===== src/logic/crw_defs.svh =====
// register offsets, field positions, reset values and widths of the block
`ifndef CRW_DEFS_SVH
`define CRW_DEFS_SVH
`define CRW_OFS_CH1_RESULT_LOW 6'h08
`define CRW_OFS_CH1_RESULT_HIGH 6'h09
`define CRW_OFS_CH2_RESULT_LOW 6'h0A
`define CRW_OFS_CH2_RESULT_HIGH 6'h0B
`define CRW_OFS_CH1_ABS_THR 6'h0C
`define CRW_OFS_CH1_RATE_THR 6'h0D
`define CRW_OFS_CH2_ABS_THR 6'h0E
`define CRW_OFS_CH2_RATE_THR 6'h0F
`define CRW_OFS_CH1_WAKE_CONTROL 6'h20
`define CRW_OFS_CH2_WAKE_CONTROL 6'h21
`define CRW_OFS_STANDBY_CONTROL 6'h22
`define CRW_OFS_WAKE_STATUS 6'h23
`define CRW_BIT_ABS_ENABLE 0
`define CRW_BIT_RATE_ENABLE 1
`define CRW_BIT_COMBINE 2
`define CRW_BIT_OVERRANGE 0
`define CRW_RST_RESULT 8'h00
`define CRW_RST_THRESHOLD 8'h00
`define CRW_RST_WAKE_CONTROL 8'h04
`define CRW_RESULT_W 12
`endif


===== src/logic/crw_pkg.sv =====
// types shared by the block's modules
package crw_pkg;
  typedef logic [11:0] crw_result_type;
  typedef logic [7:0] crw_byte_type;
  typedef enum logic [1:0]
  {
    CRW_ST_IDLE = 2'b01,
    CRW_ST_RESP = 2'b10
  } crw_bus_state_type;
endpackage


===== src/logic/crw_chan_if.sv =====
// per-channel link between register file and wake-up comparator
`timescale 1ns/100ps
interface crw_chan_if;
  logic [11:0] result;
  logic [11:0] prev_result;
  logic sample;
  logic [7:0] abs_thr;
  logic [7:0] rate_thr;
  logic abs_en;
  logic rate_en;
  logic combine;
  logic standby;
  logic wake;
  modport regs
  (
    output result, prev_result, sample, abs_thr, rate_thr,
    output abs_en, rate_en, combine, standby,
    input wake
  );
  modport cmp
  (
    input result, prev_result, sample, abs_thr, rate_thr,
    input abs_en, rate_en, combine, standby,
    output wake
  );
endinterface // crw_chan_if


===== src/logic/crw_wake_cmp.sv =====
// per-channel standby wake-up comparator
`timescale 1ns/100ps
module crw_wake_cmp
  import crw_pkg::*;
(
  input wire logic clk,
  input wire logic srst,
  crw_chan_if.cmp ch
);
  crw_result_type abs_lim;
  crw_result_type rate_lim;
  crw_result_type delta;
  logic abs_hit;
  logic rate_hit;
  logic wake_q;

  // threshold sits on result bits 11:4, low nibble zero
  assign abs_lim = {ch.abs_thr, 4'h0};
  assign rate_lim = {ch.rate_thr, 4'h0};
  // magnitude of change since the previous conversion
  assign delta = (ch.result >= ch.prev_result) ?
    12'(ch.result - ch.prev_result) : 12'(ch.prev_result - ch.result);
  // a disabled threshold plays no part in the decision
  assign abs_hit = ch.abs_en && (ch.result > abs_lim);
  assign rate_hit = ch.rate_en && (delta > rate_lim);

  always_ff @(posedge clk)
  begin
    if (srst)
      wake_q <= 1'b0;
    else if (ch.sample && ch.standby)
    begin
      if (ch.combine && ch.abs_en && ch.rate_en)
        wake_q <= abs_hit && rate_hit;
      else
        wake_q <= abs_hit || rate_hit;
    end
    else
      wake_q <= 1'b0;
  end

  assign ch.wake = wake_q;
endmodule // crw_wake_cmp


===== src/logic/crw_regs.sv =====
// two-channel conversion result and wake-up threshold registers
// How it works
// - ch1 high result reads result bits 11:4.
// - ch2 high result reads result bits 11:4.
// - ch2 low result holds result bits 3:0 in bits 7:4.
// - overrange flag bit 0 set when conversion overranges.
// - overrange flag cleared when conversion in range, every conversion.
// - result registers are read-only; writes ignored.
// - reserved bits of low result registers read zero.
// - result registers clear to zero on reset.
// - four thresholds read/write, cleared on reset.
// - standby: ch1 result above absolute threshold raises wake.
// - standby: ch1 change above rate threshold raises wake.
// - standby: ch2 result above absolute threshold raises wake.
// - standby: ch2 change above rate threshold raises wake.
// - disabled absolute detection ignores its threshold.
// - disabled rate detection ignores its threshold.
// - enable bits turn each detection on at one.
// - combine one needs both thresholds when both are enabled, else the enabled one; zero needs either.
// - ch1 low: flag bit 0, zeros 3:1, result 3:0 at 7:4.
//
// Implementation choice: the Avalon-MM interface to the registers.
`timescale 1ns/100ps
`include "crw_defs.svh"
module crw_regs
  import crw_pkg::*;
(
  input wire logic clk,
  input wire logic srst,
  input wire logic [5:0] avs_address,
  input wire logic avs_read,
  input wire logic avs_write,
  input wire logic [7:0] avs_writedata,
  output logic [7:0] avs_readdata,
  output logic avs_waitrequest,
  input wire logic ch1_conv_valid,
  input wire logic [11:0] ch1_conv_result,
  input wire logic ch1_conv_overrange,
  input wire logic ch2_conv_valid,
  input wire logic [11:0] ch2_conv_result,
  input wire logic ch2_conv_overrange,
  input wire logic standby_in,
  output logic ch1_wake,
  output logic ch2_wake,
  output logic standby_q
);
  crw_chan_if ch1_if();
  crw_chan_if ch2_if();

  crw_bus_state_type bus_state_q;
  crw_result_type ch1_result_q;
  crw_result_type ch2_result_q;
  crw_result_type ch1_prev_q;
  crw_result_type ch2_prev_q;
  logic ch1_ovr_q;
  logic ch2_ovr_q;
  logic ch1_sample_q;
  logic ch2_sample_q;
  crw_byte_type ch1_abs_thr_q;
  crw_byte_type ch1_rate_thr_q;
  crw_byte_type ch2_abs_thr_q;
  crw_byte_type ch2_rate_thr_q;
  logic [2:0] ch1_wake_ctl_q;
  logic [2:0] ch2_wake_ctl_q;
  logic [1:0] wake_seen_q;
  logic standby_sw_q;
  logic ch1_wake_q;
  logic ch2_wake_q;
  crw_byte_type rdata_d;
  crw_byte_type rdata_q;
  logic wr_go;
  logic [1:0] wake_clr;
  logic wait_q;

  // bus answers one cycle after the request is seen
  always_ff @(posedge clk)
  begin
    if (srst)
      bus_state_q <= CRW_ST_IDLE;
    else
    begin
      unique case (bus_state_q)
        CRW_ST_IDLE:
          if (avs_read || avs_write)
            bus_state_q <= CRW_ST_RESP;
        CRW_ST_RESP:
          bus_state_q <= CRW_ST_IDLE;
        default:
          bus_state_q <= CRW_ST_IDLE;
      endcase
    end
  end

  assign wr_go = avs_write && (bus_state_q == CRW_ST_RESP);
  // waitrequest is low exactly while the bus state sits in response
  always_ff @(posedge clk)
  begin
    if (srst)
      wait_q <= 1'b1;
    else
      wait_q <= !((bus_state_q == CRW_ST_IDLE) &&
        (avs_read || avs_write));
  end

  assign avs_waitrequest = wait_q;
  assign avs_readdata = rdata_q;

  // conversion capture: high, low and flag from one conversion
  always_ff @(posedge clk)
  begin
    if (srst)
    begin
      ch1_result_q <= 12'h000;
      ch1_ovr_q <= 1'b0;
      ch1_prev_q <= 12'h000;
      ch1_sample_q <= 1'b0;
    end
    else
    begin
      ch1_sample_q <= ch1_conv_valid;
      if (ch1_conv_valid)
      begin
        ch1_prev_q <= ch1_result_q;
        ch1_result_q <= ch1_conv_result;
        ch1_ovr_q <= ch1_conv_overrange;
      end
    end
  end

  always_ff @(posedge clk)
  begin
    if (srst)
    begin
      ch2_result_q <= 12'h000;
      ch2_ovr_q <= 1'b0;
      ch2_prev_q <= 12'h000;
      ch2_sample_q <= 1'b0;
    end
    else
    begin
      ch2_sample_q <= ch2_conv_valid;
      if (ch2_conv_valid)
      begin
        ch2_prev_q <= ch2_result_q;
        ch2_result_q <= ch2_conv_result;
        ch2_ovr_q <= ch2_conv_overrange;
      end
    end
  end

  // writable registers; result offsets have no write path
  always_ff @(posedge clk)
  begin
    if (srst)
    begin
      ch1_abs_thr_q <= `CRW_RST_THRESHOLD;
      ch1_rate_thr_q <= `CRW_RST_THRESHOLD;
      ch2_abs_thr_q <= `CRW_RST_THRESHOLD;
      ch2_rate_thr_q <= `CRW_RST_THRESHOLD;
      ch1_wake_ctl_q <= 3'(`CRW_RST_WAKE_CONTROL);
      ch2_wake_ctl_q <= 3'(`CRW_RST_WAKE_CONTROL);
      standby_sw_q <= 1'b0;
    end
    else if (wr_go)
    begin
      unique case (avs_address)
        `CRW_OFS_CH1_ABS_THR: ch1_abs_thr_q <= avs_writedata;
        `CRW_OFS_CH1_RATE_THR: ch1_rate_thr_q <= avs_writedata;
        `CRW_OFS_CH2_ABS_THR: ch2_abs_thr_q <= avs_writedata;
        `CRW_OFS_CH2_RATE_THR: ch2_rate_thr_q <= avs_writedata;
        `CRW_OFS_CH1_WAKE_CONTROL: ch1_wake_ctl_q <= avs_writedata[2:0];
        `CRW_OFS_CH2_WAKE_CONTROL: ch2_wake_ctl_q <= avs_writedata[2:0];
        `CRW_OFS_STANDBY_CONTROL: standby_sw_q <= avs_writedata[0];
        default: ;
      endcase
    end
  end

  // sticky wake status, write one to clear; a new event wins
  assign wake_clr = (wr_go && avs_address == `CRW_OFS_WAKE_STATUS) ?
    avs_writedata[1:0] : 2'b00;

  always_ff @(posedge clk)
  begin
    if (srst)
      wake_seen_q <= 2'b00;
    else
      wake_seen_q <= (wake_seen_q & ~wake_clr) |
        {ch2_if.wake, ch1_if.wake};
  end

  // pins into standby come from outside: two-stage synchroniser
  logic standby_meta_q;
  logic standby_sync_q;
  always_ff @(posedge clk)
  begin
    if (srst)
    begin
      standby_meta_q <= 1'b0;
      standby_sync_q <= 1'b0;
      standby_q <= 1'b0;
    end
    else
    begin
      standby_meta_q <= standby_in;
      standby_sync_q <= standby_meta_q;
      standby_q <= standby_sync_q || standby_sw_q;
    end
  end

  always_comb
  begin
    rdata_d = 8'h00;
    unique case (avs_address)
      `CRW_OFS_CH1_RESULT_LOW:
        rdata_d = {ch1_result_q[3:0], 3'h0, ch1_ovr_q};
      `CRW_OFS_CH1_RESULT_HIGH:
        rdata_d = ch1_result_q[11:4];
      `CRW_OFS_CH2_RESULT_LOW:
        rdata_d = {ch2_result_q[3:0], 3'h0, ch2_ovr_q};
      `CRW_OFS_CH2_RESULT_HIGH:
        rdata_d = ch2_result_q[11:4];
      `CRW_OFS_CH1_ABS_THR: rdata_d = ch1_abs_thr_q;
      `CRW_OFS_CH1_RATE_THR: rdata_d = ch1_rate_thr_q;
      `CRW_OFS_CH2_ABS_THR: rdata_d = ch2_abs_thr_q;
      `CRW_OFS_CH2_RATE_THR: rdata_d = ch2_rate_thr_q;
      `CRW_OFS_CH1_WAKE_CONTROL: rdata_d = {5'h00, ch1_wake_ctl_q};
      `CRW_OFS_CH2_WAKE_CONTROL: rdata_d = {5'h00, ch2_wake_ctl_q};
      `CRW_OFS_STANDBY_CONTROL: rdata_d = {7'h00, standby_sw_q};
      `CRW_OFS_WAKE_STATUS: rdata_d = {5'h00, standby_q, wake_seen_q};
      default: rdata_d = 8'h00;
    endcase
  end

  always_ff @(posedge clk)
  begin
    if (srst)
      rdata_q <= 8'h00;
    else if (avs_read && bus_state_q == CRW_ST_IDLE)
      rdata_q <= rdata_d;
  end

  assign ch1_if.result = ch1_result_q;
  assign ch1_if.prev_result = ch1_prev_q;
  assign ch1_if.sample = ch1_sample_q;
  assign ch1_if.abs_thr = ch1_abs_thr_q;
  assign ch1_if.rate_thr = ch1_rate_thr_q;
  assign ch1_if.abs_en = ch1_wake_ctl_q[`CRW_BIT_ABS_ENABLE];
  assign ch1_if.rate_en = ch1_wake_ctl_q[`CRW_BIT_RATE_ENABLE];
  assign ch1_if.combine = ch1_wake_ctl_q[`CRW_BIT_COMBINE];
  assign ch1_if.standby = standby_q;
  assign ch2_if.result = ch2_result_q;
  assign ch2_if.prev_result = ch2_prev_q;
  assign ch2_if.sample = ch2_sample_q;
  assign ch2_if.abs_thr = ch2_abs_thr_q;
  assign ch2_if.rate_thr = ch2_rate_thr_q;
  assign ch2_if.abs_en = ch2_wake_ctl_q[`CRW_BIT_ABS_ENABLE];
  assign ch2_if.rate_en = ch2_wake_ctl_q[`CRW_BIT_RATE_ENABLE];
  assign ch2_if.combine = ch2_wake_ctl_q[`CRW_BIT_COMBINE];
  assign ch2_if.standby = standby_q;

  crw_wake_cmp u_ch1_cmp
  (
    .clk(clk),
    .srst(srst),
    .ch(ch1_if)
  );

  crw_wake_cmp u_ch2_cmp
  (
    .clk(clk),
    .srst(srst),
    .ch(ch2_if)
  );

  // wake outputs registered once more at the top
  always_ff @(posedge clk)
  begin
    if (srst)
    begin
      ch1_wake_q <= 1'b0;
      ch2_wake_q <= 1'b0;
    end
    else
    begin
      ch1_wake_q <= ch1_if.wake;
      ch2_wake_q <= ch2_if.wake;
    end
  end

  assign ch1_wake = ch1_wake_q;
  assign ch2_wake = ch2_wake_q;
endmodule // crw_regs


===== config.mk =====
export PLATFORM = sky130hd
export DESIGN_NAME = crw_regs
export DESIGN_NICKNAME = d
export VERILOG_FILES = /design/src/logic/crw_pkg.sv /design/src/logic/crw_chan_if.sv /design/src/logic/crw_wake_cmp.sv /design/src/logic/crw_regs.sv
export VERILOG_INCLUDE_DIRS = /design/src /design/src/logic
export SDC_FILE = /design/constraint.sdc
export NUM_CORES = 1
export LEC_CHECK = 0
export BUFFER_PORTS_ARGS = -buffer_cell sky130_fd_sc_hd__buf_2
export CELL_PAD_IN_SITES_DETAIL_PLACEMENT = 0
export CELL_PAD_IN_SITES_GLOBAL_PLACEMENT = 1
export CORE_ASPECT_RATIO = 0.8
export CORE_MARGIN = 10
export CORE_UTILIZATION = 42
export DETAILED_ROUTE_END_ITERATION = 8
export GPL_TIMING_DRIVEN = 0
export HOLD_SLACK_MARGIN = 0.12
export PLACE_DENSITY = 0.88
export SYNTH_ARGS = -nofsm -noshare
export SYNTH_HDL_FRONTEND = slang
export SYNTH_SLANG_ARGS = --single-unit

===== constraint.sdc =====
create_clock -name clk -period 3.9 [get_ports clk]
set_clock_uncertainty 0.2 [all_clocks]
set_input_delay 0.39 -clock clk [delete_from_list [all_inputs] [get_ports clk]]
set_output_delay 0.39 -clock clk [all_outputs]
set_load 0.05 [all_outputs]

Word level (Yosys, flattened, before mapping):

Cells that the tools add are included.
Widths: inputs -> output; s select.

* bits in registers: 111
* logic and storage cells: 93
* input bits: 47

* bitwise gates (word level): 6
* add/subtract/negate cells: 4
* reductions and logical operators: 31
* mux-type cells: 6
* $lt $le $gt $ge: 6
* equal/unequal tests: 14

Operators by type and width (number)
* $pmux 8 s12: 1
* $eq 6x4->1 const B: 8
* $gt 12x12->1: 4
* $sub 12x12->12: 4
* $eq 6x6->1 const B: 4
* $ge 12x12->1: 2
* $mux 12: 2
* $logic_and 1x1->1: 16
* $reduce_and 2->1: 7
* $reduce_or 2->1: 3
* $logic_or 1x1->1: 4
* $not 1->1: 3
* $and 2x2->2: 1
* $eq 2x1->1 const B: 1
* $eq 2x2->1 const B: 1
* $mux 1: 2
* $mux 2: 1
* $not 2->2: 1
* $or 2x2->2: 1
* $logic_not 1->1: 1

Logic depth before layout (Yosys ltp):

* word-level depth: 7
* depth in mapped cells: 20
* depth with buffers taken out: 19

By module:

A second synthesis with hierarchy kept.

* cell total of the unflattened synthesis: 875
* area, all modules: 7718.7 um^2

By module, submodules not included
* crw_regs: seq. area each 2182.1 um^2, cells an instance 425, area each 4456.8 um^2, instances 1
* crw_wake_cmp at u_ch1_cmp: seq. area each 20.0 um^2, cells an instance 230, area each 1682.9 um^2, instances 1
* crw_wake_cmp at u_ch2_cmp: seq. area each 20.0 um^2, cells an instance 220, area each 1579.0 um^2, instances 1

Least setup slack after synthesis:

Ideal clock, no wire load.

* kind: register to register
* from: reg ch2_result_q[0] (netlist: ch2_if.result[0])
* to: reg u_ch2_cmp.wake_q (netlist: u_ch2_cmp.ch.wake)
* path slack: -0.049 ns
* data required time: 3.573 ns
* stages on the path, launching flop included: 20
* buffers on the path: 0
* setup time: 0.127 ns
* arrival: 3.621 ns
* cells stage by stage: dfxtp_1 -> inv_1 -> ha_1 -> fa_1 -> nand2b_1 -> a21oi_1 -> o21ai_1 -> a31oi_4 -> mux2i_1 -> o221ai_1 -> a31oi_1 -> xnor2_1 -> ha_1 -> a21o_1 -> a21o_1 -> a21oi_1 -> o21ai_0 -> and4_1 -> o32ai_1 -> a211oi_1

* cells in the longest elaborated chain, start to end: 6

Ends and longest elaborated chain
* start, declared: line crw_regs.sv:52 `crw_result_type ch2_result_q;`
* start signal, assigned: line crw_regs.sv:145 `ch2_result_q <= ch2_conv_result;`
* $sub 12x12->12 or $ge 12x12->1 (tied branches): line crw_wake_cmp.sv:22, crw_wake_cmp.sv:21
* $mux 12: line crw_wake_cmp.sv:21 `assign delta = (ch.result >= ch.prev_result) ?`
* $gt 12x12->1: line crw_wake_cmp.sv:25 `assign rate_hit = ch.rate_en && (delta > rate_lim);`
* $logic_and 1x1->1: line crw_wake_cmp.sv:25
* $logic_or 1x1->1 or $logic_and 1x1->1 (tied branches): line crw_wake_cmp.sv:36, crw_wake_cmp.sv:34
* $mux 1 (*): line crw_wake_cmp.sv:33 `if (ch.combine && ch.abs_en && ch.rate_en)`
* end signal, assigned: line crw_wake_cmp.sv:34 `wake_q <= abs_hit && rate_hit;`
* end signal, assigned: line crw_wake_cmp.sv:36 `wake_q <= abs_hit || rate_hit;`
* end, declared: line crw_wake_cmp.sv:15 `logic wake_q;`

Mark *: on every way between the ends. The rest lies on a longest branch, timed or not.
A chain may end at the register's enable or synchronous reset.

Worst setup path after layout:

Ends and elaborated chain as after synthesis.

==> metrics.txt <==
# TYPE chip_impl_metric gauge
chip_impl_info{name="status",value="finished with violations"} 1
chip_impl_info{name="violations",value="setup timing"} 1
chip_impl_metric{name="setup_ws",unit="ps"} -88.0
chip_impl_metric{name="antenna_violating_nets_post_route",unit=""} 0
chip_impl_metric{name="gpl.final_weighted_congestion",unit=""} 0.937
chip_impl_metric{name="cts_inserted_buffers",unit=""} 9
chip_impl_metric{name="port-buffer-count",unit=""} 54
chip_impl_metric{name="core",unit="µm²"} 17400
chip_impl_metric{name="design.final.nets",unit=""} 1148
chip_impl_info{name="synth-main-ff-cell",value="dfxtp_1"} 1
chip_impl_metric{name="dieWidth",unit="µm"} 169
chip_impl_metric{name="clock.fmax",unit="MHz"} 251
chip_impl_metric{name="pin_count",unit=""} 59
chip_impl_metric{name="route.detailed.drc",unit=""} 0
chip_impl_metric{name="mappedNetlistNets",unit=""} 1031
chip_impl_metric{name="grt.overflow.total",unit=""} 0
chip_impl_metric{name="synth-seq-cells",unit=""} 111
chip_impl_metric{name="synth_cells",unit=""} 902
chip_impl_info{name="grt_setup_unrepaired",value="yes"} 1
chip_impl_metric{name="ctsHtreeMaxLevel",unit=""} 3
chip_impl_metric{name="cellLeakagePower",unit="nW"} 3.71
chip_impl_metric{name="clock_tree.buffer_depth",unit=""} 2
chip_impl_metric{name="slew_at_the_pin_closest_to_its_max_slew_limit",unit="ps"} 903
chip_impl_info{name="worstSetupStartpointType",value="register"} 1
chip_impl_metric{name="clk-insertion-delay-late",unit="ps"} 380
chip_impl_metric{name="floorplan.die_area",unit="µm²"} 23500
chip_impl_metric{name="fp-row-count",unit=""} 43
chip_impl_metric{name="routed_wl",unit="mm"} 22.8
chip_impl_metric{name="synth-seq-area-share",unit="%"} 29.9
chip_impl_metric{name="finalHoldViolCount",unit=""} 0
chip_impl_info{name="clock_tree.root_cell",value="clkbuf_16"} 1
chip_impl_metric{name="synth_enable_flop_cells",unit=""} 0
chip_impl_metric{name="yosysUniqueCellTypes",unit=""} 60
chip_impl_metric{name="grt_max_degree",unit=""} 24
chip_impl_metric{name="netlist_area",unit="µm²"} 7440
chip_impl_info{name="critical_setup_path_kind",value="register to register"} 1
chip_impl_metric{name="period_share",unit="%"} 102
chip_impl_metric{name="grt_use_total",unit="%"} 19.0
chip_impl_metric{name="avgSynthCellArea",unit="µm²"} 8.25
chip_impl_metric{name="drt_iter0_drc",unit=""} 754
chip_impl_metric{name="async_reset_ff_share",unit="%"} 0
chip_impl_metric{name="grt_pass1_vias",unit=""} 6430
chip_impl_metric{name="finalPower",unit="mW"} 3.23
chip_impl_metric{name="grt_pass1_wl",unit="mm"} 35.8
chip_impl_metric{name="timing.max_cap.violations",unit=""} 0
chip_impl_metric{name="syn_to_final_growth",unit="%"} 20.9
chip_impl_metric{name="power-per-cell-area",unit="nW/µm²"} 359
chip_impl_metric{name="vdd.ir_drop.worst",unit="µV"} 226
chip_impl_metric{name="final.hold.worst_slack",unit="ps"} 144
chip_impl_info{name="tritoncts",value="built"} 1
chip_impl_metric{name="avgRoutedWirePerCell",unit="µm"} 18.3
chip_impl_metric{name="worst_setup_hold_path_clk_slew",unit="ps"} 90
chip_impl_metric{name="setup-violations-final",unit=""} 1
chip_impl_info{name="hold_path.class",value="input port to register"} 1
chip_impl_metric{name="clock_sink_count",unit=""} 111
chip_impl_metric{name="grt_antenna_before_repair",unit=""} 0
chip_impl_metric{name="insertedDiodeCount",unit=""} 0
chip_impl_metric{name="timing.final.max_slew_violations",unit=""} 0
chip_impl_metric{name="path_max_fanout",unit=""} 6
chip_impl_metric{name="period_needed",unit="ps"} 3990
chip_impl_metric{name="via_count",unit=""} 7013
chip_impl_metric{name="vias_per_cell",unit=""} 5.61
chip_impl_metric{name="synth.yosys.warnings",unit=""} 0
chip_impl_metric{name="die-height",unit="µm"} 139
chip_impl_metric{name="initial_utilization",unit="%"} 42.8
chip_impl_metric{name="detail_route.first_pass.iterations",unit=""} 6
chip_impl_info{name="critPathCaptureType",value="register"} 1
chip_impl_metric{name="drive_above_1_share",unit="%"} 15.4
chip_impl_metric{name="detailedPlacementHpwl",unit="mm"} 17.4
chip_impl_metric{name="slew_headroom",unit="%"} 39.8
chip_impl_metric{name="critical_path_arrival",unit="ps"} 4050
chip_impl_metric{name="worstPathRequired",unit="ps"} 3960
kinds of logic after synthesis:
kind of cell | after synthesis | synth area share, %
simple gates | 293 | 19.0
mux | 79 | 10.8
buf+inv | 127 | 6.85
flops | 111 | 29.9
compound gates | 190 | 16.9
xor+xnor | 20 | 2.36
fa+ha+maj | 82 | 14.2
registers in the layout, indices dropped and copies added, names as in the netlist, 2 cells and up:
| register | count |
|---|---|
| ch2_if.rate_thr | 8 |
| ch2_wake_ctl_q | 3 |
| ch2_if.result | 12 |
| ch2_if.prev_result | 12 |
| ch1_abs_thr_q | 8 |
| bus_state_q | 2 |
| avs_readdata | 8 |
| ch1_if.rate_thr | 8 |
| ch2_abs_thr_q | 8 |
| ch1_if.result | 12 |
| ch1_wake_ctl_q | 3 |
| wake_seen_q | 2 |
| ch1_if.prev_result | 12 |
metal layers:
layer,vias up,global-route usage [%],part of all wire (%)
met4,0,4.53,1.3
met2,291,24.8,39
met5,-,0,0
li1,3395,-,-
met3,22,5.67,10
met1,3305,28.9,49
worst max-delay path, cell delays in order, from the launching register on:
cell and delay, ps:
dfxtp_4 380, inv_4 40, ha_4 150, fa_2 340, nand2b_4 160, a21oi_4 220, o21ai_2 110, a31oi_4 160
buf_12 160, mux2i_4 240, o221ai_2 140, a31oi_1 220, xnor2_1 150, ha_1 270, a21o_1 170, a21o_1 180
a21oi_2 120, o21ai_1 80, and4_1 200, o32ai_2 90, a211oi_1 70
timing repair:
action,in CTS,in global routing
gates resized for setup,48,13
hold buffers,32,0
hold endpoints to repair,33,0
pin swaps,14,7
gates cloned,0,0
setup endpoints to repair,2,2
setup buffers,12,8
path summary, 6_finish.rpt:
kind         cells past startpoint              from  slack (ps)                 to
max                             20  ch2_if.result[0]         -90  u_ch2_cmp.ch.wake
min                              3  avs_writedata[4]         140   ch2_abs_thr_q[4]
max reg2reg                     20  ch2_if.result[0]         -90  u_ch2_cmp.ch.wake
min reg2reg                      2    standby_sync_q         250          standby_q
cell type report:
cell class / count / area [µm²]
multi-input cells: 664 / 4840
repair buffers: 106 / 753
plain buffers: 40 / 199
clock buffers: 9 / 225
fillers: 1639 / 8380
well taps: 225 / 282
flip-flops and latches: 111 / 2280
clock inverters: 7 / 93.8
inverters: 87 / 329
per-stage QoR:
stage | worst slack [ps] | cell area [µm²] | utilization (%) | std cells | setup TNS, ps
after floorplan | 16.8 | 7450 | - | 902 | 0
after global placement | -576 | 8000 | 46.0 | 1181 | -814
after detailed placement | -512 | 8000 | 46.0 | 1181 | -762
after CTS | 2.61 | 8900 | 51.2 | 1241 | 0
after global routing | -292 | 8990 | 51.8 | 1249 | -527
final | -88.0 | 8990 | 51.8 | 1249 | -88.0
power by group:
group | leakage (nW) | total [mW] | internal, mW | switching, mW
logic | 2.64 | 1.04 | 0.484 | 0.553
clock network | 0.156 | 0.986 | 0.469 | 0.517
registers | 0.914 | 1.21 | 1.16 | 0.0476
synth_stat cells, drive strengths merged (6+ instances only):
| library cell | instances | area (µm²) |
|---|---|---|
| a22oi | 35 | 263 |
| dfxtp | 111 | 2220 |
| xnor2 | 11 | 96.3 |
| nand2 | 61 | 229 |
| xor2 | 9 | 78.8 |
| a31oi | 8 | 71.3 |
| buf | 21 | 111 |
| nor2b | 19 | 119 |
| a21o | 14 | 113 |
| o21ai | 34 | 174 |
| nand4 | 23 | 144 |
| nor3 | 9 | 50.1 |
| ha | 78 | 976 |
| clkbuf | 19 | 71.3 |
| nor2 | 107 | 402 |
| nand3 | 33 | 170 |
| mux2i | 77 | 771 |
| nand2b | 17 | 106 |
| and3 | 6 | 42.5 |
| inv | 87 | 327 |
| a21oi | 60 | 304 |
| o211ai | 11 | 82.6 |
placed cells by master (no fill, tap or decap), types with 5 or more instances in the layout:
| cell type | instances |
|---|---|
| nor2b_1 | 19 |
| xnor2_1 | 11 |
| inv_1 | 86 |
| clkbuf_1 | 19 |
| nor2_1 | 107 |
| and3_1 | 5 |
| buf_1 | 6 |
| nor3_1 | 8 |
| ha_1 | 76 |
| a21o_1 | 13 |
| dlygate4sd3_1 | 32 |
| a31oi_1 | 5 |
| dfxtp_4 | 11 |
| clkbuf_16 | 9 |
| dfxtp_1 | 90 |
| nand4_1 | 23 |
| buf_2 | 63 |
| o21ai_0 | 28 |
| xor2_1 | 9 |
| a22oi_1 | 35 |
| nand3_1 | 32 |
| dfxtp_2 | 10 |
| mux2i_1 | 74 |
| nand2_1 | 61 |
| o211ai_1 | 11 |
| buf_4 | 21 |
| a21oi_1 | 57 |
| nand2b_1 | 15 |
(Power assumes the default switching activity.)
